## config.mk

```make
export PLATFORM = sky130hd
export DESIGN_NAME = wwd_top
export DESIGN_NICKNAME = d
export VERILOG_FILES = /design/src/wwd_pkg.sv /design/src/wwd_top.sv
export SDC_FILE = /design/constraint.sdc
export NUM_CORES = 1
export LEC_CHECK = 0
export ABC_AREA = 0
export BUFFER_PORTS_ARGS = -buffer_cell sky130_fd_sc_hd__buf_2
export CELL_PAD_IN_SITES_DETAIL_PLACEMENT = 0
export CELL_PAD_IN_SITES_GLOBAL_PLACEMENT = 1
export CORE_ASPECT_RATIO = 1.2
export CORE_MARGIN = 5
export CORE_UTILIZATION = 43
export CTS_CLUSTER_DIAMETER = 150
export DETAILED_ROUTE_END_ITERATION = 7
export GPL_TIMING_DRIVEN = 0
export PLACE_DENSITY = 0.88
export SYNTH_ARGS = -nofsm -noshare
export SYNTH_HDL_FRONTEND = slang
export SYNTH_SLANG_ARGS = --single-unit
```

## constraint.sdc

```tcl
create_clock -name hclk -period 3.68 [get_ports hclk]
set_input_delay 0.368 -clock hclk [delete_from_list [all_inputs] [get_ports hclk]]
set_output_delay 0.368 -clock hclk [all_outputs]
set_load 0.05 [all_outputs]
```

## src/wwd_pkg.sv

```systemverilog
// Constants, register map and state codes of the windowed watchdog
// Contract
// - Stopped unless enabled; mode bits select operation
// - Protected fields discarded while enabled or enabling
// - Protected writes during disabling applied afterwards
// - Power-on loads enable, lock, mode, periods, offset
// - Enable starts; disable only without run lock
// - Normal mode: unserviced time-out resets system
// - Twelve open period codes; service anytime
// - Key write restarts a new period
// - Wrong key value resets system at once
// - Warning irq off by default; set/clear enables
// - Normal mode warning at selected offset
// - Window mode: service while closed resets
// - Closed from window field, open from period
// - Open follows closed; open expiry resets
// - Window mode warning when open period starts
// - Run lock forces running; only power-on clears
// - Run lock freezes timing and warning setup
// - Run lock still allows mode and irq enables
// - Irq stays while flag and enable set
// - Offset beyond time-out: reset first, no warning
// - Control and key writes synchronised; busy stalls the next such write
package wwd_pkg;
   // Register indices; byte address is four times the index
   localparam logic [3:0] IDX_CTRL = 4'h0;
   localparam logic [3:0] IDX_CONFIG = 4'h1;
   localparam logic [3:0] IDX_WARN_SETUP = 4'h2;
   localparam logic [3:0] IDX_IRQ_CLR = 4'h4;
   localparam logic [3:0] IDX_IRQ_SET = 4'h5;
   localparam logic [3:0] IDX_IRQ_FLAG = 4'h6;
   localparam logic [3:0] IDX_STATUS = 4'h7;
   localparam logic [3:0] IDX_CLEAR = 4'h8;
   // Field positions
   localparam int BIT_LOCK = 7;
   localparam int BIT_WEN = 2;
   localparam int BIT_EN = 1;
   localparam int BIT_WARN = 0;
   localparam int BIT_BUSY = 7;
   localparam int POS_WIN = 4;
   // Reset values
   localparam logic [3:0] RST_CODE = 4'h0;
   localparam logic RST_BIT = 1'b0;
   // Service key and timing
   localparam logic [7:0] SERVICE_KEY = 8'ha5;
   localparam logic [3:0] CODE_MAX = 4'hb;
   localparam logic [16:0] BASE_CYC = 17'h00008;
   localparam logic [2:0] SYNC_CYC = 3'h4;
   localparam logic [1:0] LOAD_CYC = 2'h2;
   typedef enum logic [2:0] {
      PH_STOP = 3'b001,
      PH_CLOSED = 3'b010,
      PH_OPEN = 3'b100
   } wwd_phase_t;
endpackage : wwd_pkg

```

## src/wwd_top.sv

```systemverilog
// Windowed watchdog timer with AHB-Lite register slave
`timescale 1ns/1ns
`default_nettype none
module wwd_top import wwd_pkg::*; (
   // Clock and reset
   input wire logic hclk,
   input wire logic hresetn,
   // AHB-Lite slave
   input wire logic hsel,
   input wire logic [31:0] haddr,
   input wire logic [1:0] htrans,
   input wire logic hwrite,
   input wire logic [2:0] hsize,
   input wire logic [31:0] hwdata,
   input wire logic hready,
   output logic [31:0] hrdata,
   output logic hreadyout,
   output logic hresp,
   // Counting clock pin, sampled
   input wire logic watchdog_count_clock,
   // Nonvolatile power-on values
   input wire logic nvm_enable,
   input wire logic nvm_run_lock,
   input wire logic nvm_window_mode,
   input wire logic [3:0] nvm_closed_select,
   input wire logic [3:0] nvm_open_select,
   input wire logic [3:0] nvm_warning_offset,
   // System outputs
   output logic sys_reset_req,
   output logic early_warning_irq
);
   // Bus state
   logic dp_valid_q;
   logic dp_write_q;
   logic dp_map_q;
   logic [3:0] dp_idx_q;
   logic hreadyout_q;
   logic [31:0] hrdata_q;
   // Configuration
   logic enable_q;
   logic persistent_run_lock_q;
   logic window_mode_q;
   logic [3:0] closed_select_q;
   logic [3:0] open_period_select_q;
   logic [3:0] early_warning_offset_q;
   logic warn_ien_q;
   logic warn_flag_q;
   // Held writes during disabling
   logic hold_cfg_v_q;
   logic [7:0] hold_cfg_q;
   logic hold_warn_v_q;
   logic [3:0] hold_warn_q;
   // Synchronisation
   logic domain_sync_pending_q;
   logic [2:0] sync_cnt_q;
   logic pend_is_ctrl_q;
   logic [7:0] pend_data_q;
   // Count clock sampler
   logic cclk_s1_q;
   logic cclk_s2_q;
   logic cclk_s3_q;
   // Power-on load
   logic [16:0] nvm_s1_q;
   logic [16:0] nvm_s2_q;
   logic [1:0] load_cnt_q;
   logic load_done_q;
   // Timer
   wwd_phase_t phase_q;
   logic win_run_q;
   logic [16:0] cnt_q;
   logic sys_reset_q;
   logic irq_q;

   logic ap_take;
   logic wr_end;
   logic is_sync_idx;
   logic sync_go;
   logic sync_done;
   logic run;
   logic tick;
   logic disabling;
   logic protect;
   logic service_ok;
   logic service_bad;
   logic [7:0] wbyte;
   logic [16:0] open_cyc;
   logic [16:0] closed_cyc;
   logic [16:0] warn_cyc;
   logic [16:0] cnt_inc;

   function automatic logic [16:0] code_cycles(input logic [3:0] code);
      logic [3:0] c;
      c = (code > CODE_MAX) ? CODE_MAX : code;
      code_cycles = BASE_CYC << c;
   endfunction : code_cycles

   assign ap_take = hsel & htrans[1] & hready;
   assign wr_end = dp_valid_q & dp_write_q & dp_map_q & hreadyout_q;
   assign is_sync_idx = (dp_idx_q == IDX_CTRL) | (dp_idx_q == IDX_CLEAR);
   assign sync_go = wr_end & is_sync_idx;
   assign sync_done = domain_sync_pending_q & (sync_cnt_q == 3'h0);
   assign wbyte = hwdata[7:0];
   assign run = load_done_q & (enable_q | persistent_run_lock_q);
   assign tick = cclk_s2_q & ~cclk_s3_q;
   assign disabling = domain_sync_pending_q & pend_is_ctrl_q & enable_q & ~pend_data_q[BIT_EN]
      & ~persistent_run_lock_q;
   assign protect = persistent_run_lock_q | enable_q
      | (domain_sync_pending_q & pend_is_ctrl_q & pend_data_q[BIT_EN]);
   assign service_ok = sync_done & ~pend_is_ctrl_q & (pend_data_q == SERVICE_KEY);
   assign service_bad = sync_done & ~pend_is_ctrl_q & (pend_data_q != SERVICE_KEY);
   assign open_cyc = code_cycles(open_period_select_q);
   assign closed_cyc = code_cycles(closed_select_q);
   assign warn_cyc = code_cycles(early_warning_offset_q);
   assign cnt_inc = cnt_q + 17'h00001;

   // Address phase capture
   always_ff @(posedge hclk or negedge hresetn) begin
      if (!hresetn) begin
         dp_valid_q <= 1'b0;
         dp_write_q <= 1'b0;
         dp_map_q <= 1'b0;
         dp_idx_q <= 4'h0;
      end else if (ap_take) begin
         dp_valid_q <= 1'b1;
         dp_write_q <= hwrite;
         dp_map_q <= (haddr[11:6] == 6'h00) & (haddr[1:0] == 2'h0);
         dp_idx_q <= haddr[5:2];
      end else if (hreadyout_q) begin
         dp_valid_q <= 1'b0;
      end
   end

   // Ready: stall a synchronised write while a sync is under way
   always_ff @(posedge hclk or negedge hresetn) begin
      if (!hresetn) begin
         hreadyout_q <= 1'b1;
      end else if (ap_take) begin
         hreadyout_q <= ~(hwrite & (haddr[11:6] == 6'h00) & (haddr[1:0] == 2'h0)
            & ((haddr[5:2] == IDX_CTRL) | (haddr[5:2] == IDX_CLEAR))
            & (domain_sync_pending_q | sync_go));
      end else if (!hreadyout_q && !domain_sync_pending_q) begin
         hreadyout_q <= 1'b1;
      end
   end

   // Read data
   always_ff @(posedge hclk or negedge hresetn) begin
      if (!hresetn) begin
         hrdata_q <= 32'h00000000;
      end else if (ap_take && !hwrite) begin
         hrdata_q <= 32'h00000000;
         if (haddr[11:6] == 6'h00) begin
            unique case (haddr[5:2])
               IDX_CTRL: begin
                  hrdata_q[BIT_LOCK] <= persistent_run_lock_q;
                  hrdata_q[BIT_WEN] <= window_mode_q;
                  hrdata_q[BIT_EN] <= enable_q;
               end
               IDX_CONFIG: hrdata_q[7:0] <= {closed_select_q, open_period_select_q};
               IDX_WARN_SETUP: hrdata_q[3:0] <= early_warning_offset_q;
               IDX_IRQ_CLR, IDX_IRQ_SET: hrdata_q[BIT_WARN] <= warn_ien_q;
               IDX_IRQ_FLAG: hrdata_q[BIT_WARN] <= warn_flag_q;
               IDX_STATUS: hrdata_q[BIT_BUSY] <= domain_sync_pending_q;
               default: hrdata_q <= 32'h00000000;
            endcase
         end
      end
   end

   // Synchroniser of control and key writes
   always_ff @(posedge hclk or negedge hresetn) begin
      if (!hresetn) begin
         domain_sync_pending_q <= 1'b0;
         sync_cnt_q <= 3'h0;
         pend_is_ctrl_q <= 1'b0;
         pend_data_q <= 8'h00;
      end else if (sync_go) begin
         domain_sync_pending_q <= 1'b1;
         sync_cnt_q <= SYNC_CYC - 3'h1;
         pend_is_ctrl_q <= (dp_idx_q == IDX_CTRL);
         pend_data_q <= wbyte;
      end else if (sync_done) begin
         domain_sync_pending_q <= 1'b0;
      end else if (domain_sync_pending_q) begin
         sync_cnt_q <= sync_cnt_q - 3'h1;
      end
   end

   // Count clock pin sampler
   always_ff @(posedge hclk or negedge hresetn) begin
      if (!hresetn) begin
         cclk_s1_q <= 1'b0;
         cclk_s2_q <= 1'b0;
         cclk_s3_q <= 1'b0;
      end else begin
         cclk_s1_q <= watchdog_count_clock;
         cclk_s2_q <= cclk_s1_q;
         cclk_s3_q <= cclk_s2_q;
      end
   end

   // Nonvolatile values sampled after reset release
   always_ff @(posedge hclk or negedge hresetn) begin
      if (!hresetn) begin
         nvm_s1_q <= 17'h00000;
         nvm_s2_q <= 17'h00000;
         load_cnt_q <= 2'h0;
         load_done_q <= 1'b0;
      end else begin
         nvm_s1_q <= {nvm_enable, nvm_run_lock, nvm_window_mode, nvm_closed_select,
            nvm_open_select, nvm_warning_offset, 2'h0};
         nvm_s2_q <= nvm_s1_q;
         if (load_cnt_q != LOAD_CYC) begin
            load_cnt_q <= load_cnt_q + 2'h1;
         end else begin
            load_done_q <= 1'b1;
         end
      end
   end

   // Control bits
   always_ff @(posedge hclk or negedge hresetn) begin
      if (!hresetn) begin
         enable_q <= RST_BIT;
         persistent_run_lock_q <= RST_BIT;
         window_mode_q <= RST_BIT;
      end else if (!load_done_q && load_cnt_q == LOAD_CYC) begin
         enable_q <= nvm_s2_q[16];
         persistent_run_lock_q <= nvm_s2_q[15];
         window_mode_q <= nvm_s2_q[14];
      end else if (sync_done && pend_is_ctrl_q) begin
         if (persistent_run_lock_q) begin
            window_mode_q <= pend_data_q[BIT_WEN];
         end else if (enable_q) begin
            enable_q <= pend_data_q[BIT_EN];
         end else begin
            enable_q <= pend_data_q[BIT_EN];
            window_mode_q <= pend_data_q[BIT_WEN];
            persistent_run_lock_q <= pend_data_q[BIT_LOCK];
         end
      end
   end

   // Timing setup registers with held writes while disabling
   always_ff @(posedge hclk or negedge hresetn) begin
      if (!hresetn) begin
         closed_select_q <= RST_CODE;
         open_period_select_q <= RST_CODE;
         early_warning_offset_q <= RST_CODE;
         hold_cfg_v_q <= 1'b0;
         hold_cfg_q <= 8'h00;
         hold_warn_v_q <= 1'b0;
         hold_warn_q <= 4'h0;
      end else if (!load_done_q && load_cnt_q == LOAD_CYC) begin
         closed_select_q <= nvm_s2_q[13:10];
         open_period_select_q <= nvm_s2_q[9:6];
         early_warning_offset_q <= nvm_s2_q[5:2];
      end else begin
         if (wr_end && dp_idx_q == IDX_CONFIG) begin
            if (disabling) begin
               hold_cfg_v_q <= 1'b1;
               hold_cfg_q <= wbyte;
            end else if (!protect) begin
               closed_select_q <= wbyte[7:POS_WIN];
               open_period_select_q <= wbyte[3:0];
            end
         end
         if (wr_end && dp_idx_q == IDX_WARN_SETUP) begin
            if (disabling) begin
               hold_warn_v_q <= 1'b1;
               hold_warn_q <= wbyte[3:0];
            end else if (!protect) begin
               early_warning_offset_q <= wbyte[3:0];
            end
         end
         if (sync_done && disabling) begin
            hold_cfg_v_q <= 1'b0;
            hold_warn_v_q <= 1'b0;
            if (hold_cfg_v_q) begin
               closed_select_q <= hold_cfg_q[7:POS_WIN];
               open_period_select_q <= hold_cfg_q[3:0];
            end
            if (hold_warn_v_q) begin
               early_warning_offset_q <= hold_warn_q;
            end
         end else if (sync_done && pend_is_ctrl_q) begin
            hold_cfg_v_q <= 1'b0;
            hold_warn_v_q <= 1'b0;
         end
      end
   end

   // Interrupt enable, off after reset
   always_ff @(posedge hclk or negedge hresetn) begin
      if (!hresetn) begin
         warn_ien_q <= 1'b0;
      end else if (wr_end && dp_idx_q == IDX_IRQ_SET && wbyte[BIT_WARN]) begin
         warn_ien_q <= 1'b1;
      end else if (wr_end && dp_idx_q == IDX_IRQ_CLR && wbyte[BIT_WARN]) begin
         warn_ien_q <= 1'b0;
      end
   end

   // Timer phases and counter
   always_ff @(posedge hclk or negedge hresetn) begin
      if (!hresetn) begin
         phase_q <= PH_STOP;
         win_run_q <= 1'b0;
         cnt_q <= 17'h00000;
      end else if (!run) begin
         phase_q <= PH_STOP;
         cnt_q <= 17'h00000;
      end else begin
         unique case (phase_q)
            PH_STOP: begin
               cnt_q <= 17'h00000;
               win_run_q <= window_mode_q;
               phase_q <= window_mode_q ? PH_CLOSED : PH_OPEN;
            end
            PH_CLOSED: begin
               if (service_ok) begin
                  cnt_q <= 17'h00000;
               end else if (tick && cnt_inc == closed_cyc) begin
                  cnt_q <= 17'h00000;
                  phase_q <= PH_OPEN;
               end else if (tick) begin
                  cnt_q <= cnt_inc;
               end
            end
            PH_OPEN: begin
               if (service_ok) begin
                  cnt_q <= 17'h00000;
                  win_run_q <= window_mode_q;
                  phase_q <= window_mode_q ? PH_CLOSED : PH_OPEN;
               end else if (tick) begin
                  cnt_q <= cnt_inc;
               end
            end
         endcase
      end
   end

   // Early warning flag; a set beats a clear in the same cycle
   always_ff @(posedge hclk or negedge hresetn) begin
      if (!hresetn) begin
         warn_flag_q <= 1'b0;
      end else if (run && tick && phase_q == PH_CLOSED && cnt_inc == closed_cyc) begin
         warn_flag_q <= 1'b1;
      end else if (run && tick && phase_q == PH_OPEN && !win_run_q && !service_ok
            && cnt_inc == warn_cyc && warn_cyc < open_cyc) begin
         warn_flag_q <= 1'b1;
      end else if (wr_end && dp_idx_q == IDX_IRQ_FLAG && wbyte[BIT_WARN]) begin
         warn_flag_q <= 1'b0;
      end
   end

   // System reset request, held until the next power-on reset
   always_ff @(posedge hclk or negedge hresetn) begin
      if (!hresetn) begin
         sys_reset_q <= 1'b0;
      end else if (run && phase_q == PH_OPEN && tick && !service_ok && cnt_inc == open_cyc) begin
         sys_reset_q <= 1'b1;
      end else if (run && phase_q == PH_CLOSED && service_ok) begin
         sys_reset_q <= 1'b1;
      end else if (run && service_bad) begin
         sys_reset_q <= 1'b1;
      end
   end

   // Interrupt request
   always_ff @(posedge hclk or negedge hresetn) begin
      if (!hresetn) begin
         irq_q <= 1'b0;
      end else begin
         irq_q <= warn_flag_q & warn_ien_q;
      end
   end

   assign hrdata = hrdata_q;
   assign hreadyout = hreadyout_q;
   assign hresp = 1'b0;
   assign sys_reset_req = sys_reset_q;
   assign early_warning_irq = irq_q;
endmodule : wwd_top
`default_nettype wire

```

# Yosys cells after proc, flatten, opt, wreduce, memory -nomap -nowiden
# Cells that the tools add are included.
# totals
register_bits,143
wordCells,246
# op_classes
shift,3
order_cmp,4
eq_ne,30
n_addsub,3
reduce_logical,62
bitwise,34
mux,76
# ops
cell,n
17-bit 2-to-1 mux,5
4-bit 2-to-1 mux,21
17-bit equality test,3
17-bit case mux with 3 select lines,1
4-bit by 4-bit << shifter with 17-bit output (first input constant),3
1-bit 2-to-1 mux,33
1-bit logical AND,29
4-bit by 3-bit equality test with 1-bit output (second input constant),7
3-bit 2-to-1 mux,9
1-bit AND,23
3-bit AND reduction,6
17-bit by 1-bit adder with 17-bit output (second input constant),1
17-bit less-than comparator,1
3-bit nonzero test,5
2-bit nonzero test,7
4-bit greater-than comparator (second input constant),3
3-bit inequality test (second input constant),3
3-bit case mux with 3 select lines,1
4-bit by 1-bit equality test with 1-bit output (second input constant),2
4-bit by 2-bit equality test with 1-bit output (second input constant),2
4-bit equality test (second input constant),2
8-bit equality test (second input constant),1
4-bit logical NOT,2
8-bit 2-to-1 mux,1
22 further kinds,41

# Depth between registers and ports, before layout
# depth
word_depth,10
ltp_mapped,12

# Worst setup path before layout
# No wires, ideal clock.
# synth_timing
path_kind,reg-to-reg
start,reg cnt_q[0]
end,reg cnt_q[10]
synth_period_minus_slack_ns,2.561
stages_incl_launch_ff,13
setup_slack_ns,1.119
setup_time_ns,0.140
path_buffers,4
arrival_ns,2.421
path_cell_list,dfrtp_1 ha_1 clkbuf_2 and4_1 clkbuf_1 nand4_1 xor2_1 nor2_1 a2111oi_0 and4_1 buf_6 buf_8 nor3_1
# synth_between
elab_chain_cells,7
word_cells_on_any_way,9
classes_between,1 x add/sub; 1 x eq/ne; 6 x mux; 1 x reduce/logical
# synth_lines
item,line_no,source
start: declaration,wwd_top.sv:70,logic [16:0] cnt_q;
start signal: assignment,wwd_top.sv:327,cnt_q <= cnt_inc;
start signal: assignment,wwd_top.sv:336,cnt_q <= cnt_inc;
17-bit by 1-bit adder with 17-bit output (*),wwd_top.sv:114,assign cnt_inc = cnt_q + 17'h00001;
17-bit equality test,wwd_top.sv:323,end else if (tick && cnt_inc == closed_cyc) begin
1-bit logical AND,wwd_top.sv:323,
17-bit 2-to-1 mux,wwd_top.sv:323,
17-bit 2-to-1 mux,wwd_top.sv:321,if (service_ok) begin
17-bit case mux with 3 select lines (*),wwd_top.sv:314,unique case (phase_q)
17-bit 2-to-1 mux (*),wwd_top.sv:310,end else if (!run) begin
# Mark *: on every way between the ends. The rest lies on a longest branch, timed or not.
# A chain may end at the register's enable or synchronous reset.

# Final worst setup path
# layout_timing
start,reg early_warning_offset_q[2]
end,reg warn_flag_q
# layout_between
elab_chain_cells,8
word_cells_on_any_way,10
classes_between,2 x order compare; 1 x eq/ne; 1 x shift; 3 x mux; 3 x reduce/logical
# layout_lines
item,line_no,source
start: declaration,wwd_top.sv:45,logic [3:0] early_warning_offset_q;
start signal: assignment,wwd_top.sv:257,early_warning_offset_q <= nvm_s2_q[5:2];
start signal: assignment,wwd_top.sv:273,early_warning_offset_q <= wbyte[3:0];
start signal: assignment,wwd_top.sv:284,early_warning_offset_q <= hold_warn_q;
4-bit greater-than comparator,wwd_top.sv:93,c = (code > CODE_MAX) ? CODE_MAX : code;
4-bit 2-to-1 mux (*),wwd_top.sv:93,
4-bit by 4-bit << shifter with 17-bit output (*),wwd_top.sv:94,code_cycles = BASE_CYC << c;
branches (longest 2 deep; another with 17-bit less-than comparator),n/a,
1-bit logical AND (*),wwd_top.sv:350,&& cnt_inc == warn_cyc && warn_cyc < open_cyc) begin
1-bit 2-to-1 mux,wwd_top.sv:349,end else if (run && tick && phase_q == PH_OPEN && !win_run_q && !service_ok
1-bit 2-to-1 mux,wwd_top.sv:347,end else if (run && tick && phase_q == PH_CLOSED && cnt_inc == closed_cyc) begin
end signal: assignment,wwd_top.sv:346,warn_flag_q <= 1'b0;
end signal: assignment,wwd_top.sv:348,warn_flag_q <= 1'b1;
end signal: assignment,wwd_top.sv:351,warn_flag_q <= 1'b1;
end: declaration,wwd_top.sv:47,logic warn_flag_q;
# Every way passes the cells marked *.

==> results.sh <==
export IMPL_period_share_pct=89.49
export IMPL_syn2layout_area_growth_pct=17.10
export IMPL_nets=931
export IMPL_grt_pass1_wl_um=28990
export IMPL_grt_pass1_vias=5658
export IMPL_initial_core_util_pct=43.51
export IMPL_synth_top_area_share_pct=41.52
export IMPL_gr_total_overflow=0
export IMPL_synth_top_family_by_area="simple AND/OR/NAND/NOR gates"
export IMPL_worst_r2r_cell_count=9
export IMPL_hold_path_class="in2reg"
export IMPL_htreeDepth=4
export IMPL_netlist_instances=723
export IMPL_cts_root_buf="clkbuf_16"
export IMPL_ys_flop_type="dfrtp_1"
export IMPL_required_ns=4.01
export IMPL_cp_data_arrival_time_ns=3.63
export IMPL_synth_cell_types=71
export IMPL_ys_seq_area_share_pct=42.26
export IMPL_fin_area_mm2=0.008258
export IMPL_cap_violations=0
export IMPL_n_antenna_cell=0
export IMPL_avgSynthCellArea_um2=9.753
export IMPL_leakagePower_nw=3.564
export IMPL_wl_per_cell_um=16.77
export IMPL_slew_headroom_pct=29.81
export IMPL_cts_tree="built"
export IMPL_io_pins=126
export IMPL_route_top_layer_used="met4"
export IMPL_worstPathMaxFanout=7
export IMPL_cts_sinks=119
export IMPL_synth_common_cells="dfrtp_1 (117), nand2_1 (68), nor2_1 (55)"
export IMPL_p_per_area_mw_per_mm2=397.0
export IMPL_num_vias=5562
export IMPL_synth_edf_count=0
export IMPL_ys_ff_latch=119
export IMPL_tns_ns=0
export IMPL_cts_buffer_depth=2
export IMPL_yosys_warnings=0
export IMPL_grt_start_max_net_pins=91
export IMPL_critPathLaunchType="flop"
export IMPL_cts_buffers=17
export IMPL_met2WireLength_um=8711
export IMPL_crit_type="reg2reg"
export IMPL_drc=0
export IMPL_tightestPinTransition_ns=1.044
export IMPL_dpl_cell_area_mm2=0.007707
export IMPL_cts_resized=0
export IMPL_yosys_area_top_type="dfrtp_1"
export IMPL_viasPerCell=5.312
export IMPL_drive_gt1_share_pct=22.28
export IMPL_yosys_top_cells_area="dfrtp_1 (42%), mux2_2 (6.2%), nand2_1 (3.6%)"
export IMPL_wl_met3_um=694
export IMPL_synth_xor_area_share_pct=7.505
export IMPL_status="completed"
export IMPL_final_util_pct=50.95
export IMPL_die_w_um=126.9
export IMPL_clk_latency_ns=0.42
export IMPL_synth_compound_area_share_pct=9.493
export IMPL_fmax_mhz=303.6
export IMPL_synth_fa_ha_area_share_pct=3.371
export IMPL_reg2reg_setup_slack_ns=0.39
export IMPL_synthMuxAreaShare_pct=8.641
export IMPL_skew_ns=0.009725
export IMPL_fp_coreArea_mm2=0.01621
export IMPL_io_buffers=51
export IMPL_antenna_found_initial=0
export IMPL_r2r_end="warn_flag_q"
export IMPL_drt_iter0_drc=365
export IMPL_synth_most_common_cell="dfrtp_1"
export IMPL_die_h_um=150.3
export IMPL_path_clk_slew_ns=0.06
export IMPL_vdd_ir_drop_max_uv=322.0
export IMPL_hpwl_um=12930
export IMPL_ant_nets=0
export IMPL_hold_viol=0
export IMPL_maxSlewViolCount=0
export IMPL_hold_depth=1
export IMPL_worstReg2RegStart="early_warning_offset_q[2]"
export IMPL_dr_pass1_iters=5
export IMPL_synth_simple_area_share_pct=22.23
export IMPL_hold_end="nvm_s1_q[12]"
export IMPL_cp_end_kind="flop"
export IMPL_place_gp_congestion=0.8846
export IMPL_finalSetupViolCount=0
export IMPL_grt_use_total_pct=19.30
export IMPL_fin_cells=1047
export IMPL_syn_area_mm2=0.007052
export IMPL_wl_met1_um=7456
export IMPL_wl_um=17550
export IMPL_fp_row_count=51
export IMPL_dpl_cell_count=1014
export IMPL_async_reset_ff_share_pct=100.0
export IMPL_grt_setup_unrepaired="no"
export IMPL_dieArea_mm2=0.01907
export IMPL_min_period_ns=3.293
export IMPL_hold_start="nvm_closed_select[2]"
power breakdown:
| group | switching [mW] | internal [mW] |
|---|---|---|
| registers | 0.0452 | 1.36 |
| logic | 0.223 | 0.128 |
| clock network | 0.640 | 0.878 |
routing by layer:
layer  GRT usage [%]  vias to the layer above
met2           32.52                      152
met3           3.336                       49
li1                -                     2714
met4           9.764                        0
met5               0                        -
met1           23.84                     2647
state kept, by name, indices dropped and copies added, names as in the netlist, 8 cells and up:
name,flops
cnt_q,17
hrdata,8
pend_data_q,8
nvm_s1_q,15
hold_cfg_q,8
nvm_s2_q,15
how the worst max path moves through the flow:
| stage | to | depth (start not counted) | startpoint | slack [ns] |
|---|---|---|---|---|
| global route | warn_flag_q | 9 | early_warning_offset_q[2] | 0.15 |
| finish | warn_flag_q | 9 | early_warning_offset_q[2] | 0.39 |
| detailed placement | warn_flag_q | 9 | early_warning_offset_q[2] | 0.36 |
| global placement | warn_flag_q | 9 | early_warning_offset_q[2] | 0.31 |
| floorplan | cnt_q[10] | 12 | cnt_q[0] | 1.12 |
| CTS | warn_flag_q | 9 | early_warning_offset_q[2] | 0.38 |
layout make-up:
cell class / count / area [µm²]
buffer: 64 / 386.6
clock buffer: 18 / 439.2
clock inverter: 14 / 101.3
fill: 1535 / 7950
inverter: 17 / 63.81
multi-input combinational: 550 / 3722
sequential: 119 / 2980
tap: 212 / 265.3
timing repair buffer: 53 / 299.0
worst max-delay path, cell delays in order, from the launching register on:
cell       delay, ns
dfrtp_1         0.47
nor4bb_1        0.80
ha_1            0.37
nand4_1         0.13
nor3_1          0.07
a311oi_1        0.25
nand4_1         0.14
a2111oi_0       0.61
a41oi_1         0.23
o21ai_0         0.13
kinds of logic (layout without fill, tap and decap cells):
logic type | after synthesis | count (layout)
AND/OR/NAND/NOR | 288 | 288
flip-flops | 119 | 119
other | 2 | 29
adder cells (fa/ha/maj) | 19 | 19
XOR/XNOR | 54 | 54
buffers and inverters | 81 | 166
AO/OA/AOI/OAI | 104 | 104
multiplexers | 56 | 56
what timing repair did:
action / 4_1_cts / 5_1_grt
endpoints found under the hold margin: 29 / 0
buffers inserted: 0 / 0
hold buffers: 1 / 0
cell usage in the layout, fill, tap and decap left out, types with 5 or more instances in the layout:
cell type,count
a21oi_1,14
xor2_1,22
nand4_1,17
clkbuf_1,21
a22oi_1,5
clkbuf_16,17
xnor2_1,28
buf_4,26
and2_1,7
and3_1,6
nand2b_1,12
mux2i_1,17
nand3b_1,7
inv_1,17
o211ai_1,6
ha_1,19
nor3_1,26
nand3_1,19
mux2_2,39
nand2_1,68
nor2b_1,16
nor4_1,15
dfrtp_1,117
buf_2,61
o21ai_0,39
clkinvlp_4,5
conb_1,29
nor2_1,55
or3_1,5
or2_2,5
stage by stage:
| step | setup slack, ns | power [mW] | hold WS (ns) |
|---|---|---|---|
| global placement | 0.3090 | 1.768 | 0.3317 |
| global route | 0.1532 | 3.417 | 0.03578 |
| floorplan | 1.119 | 1.657 | 0.07241 |
| finish | 0.3866 | 3.278 | 0.04770 |
| CTS | 0.3755 | 3.305 | 0.03288 |
| detailed placement | 0.3645 | 1.778 | 0.2667 |
(Power assumes the default switching activity.)
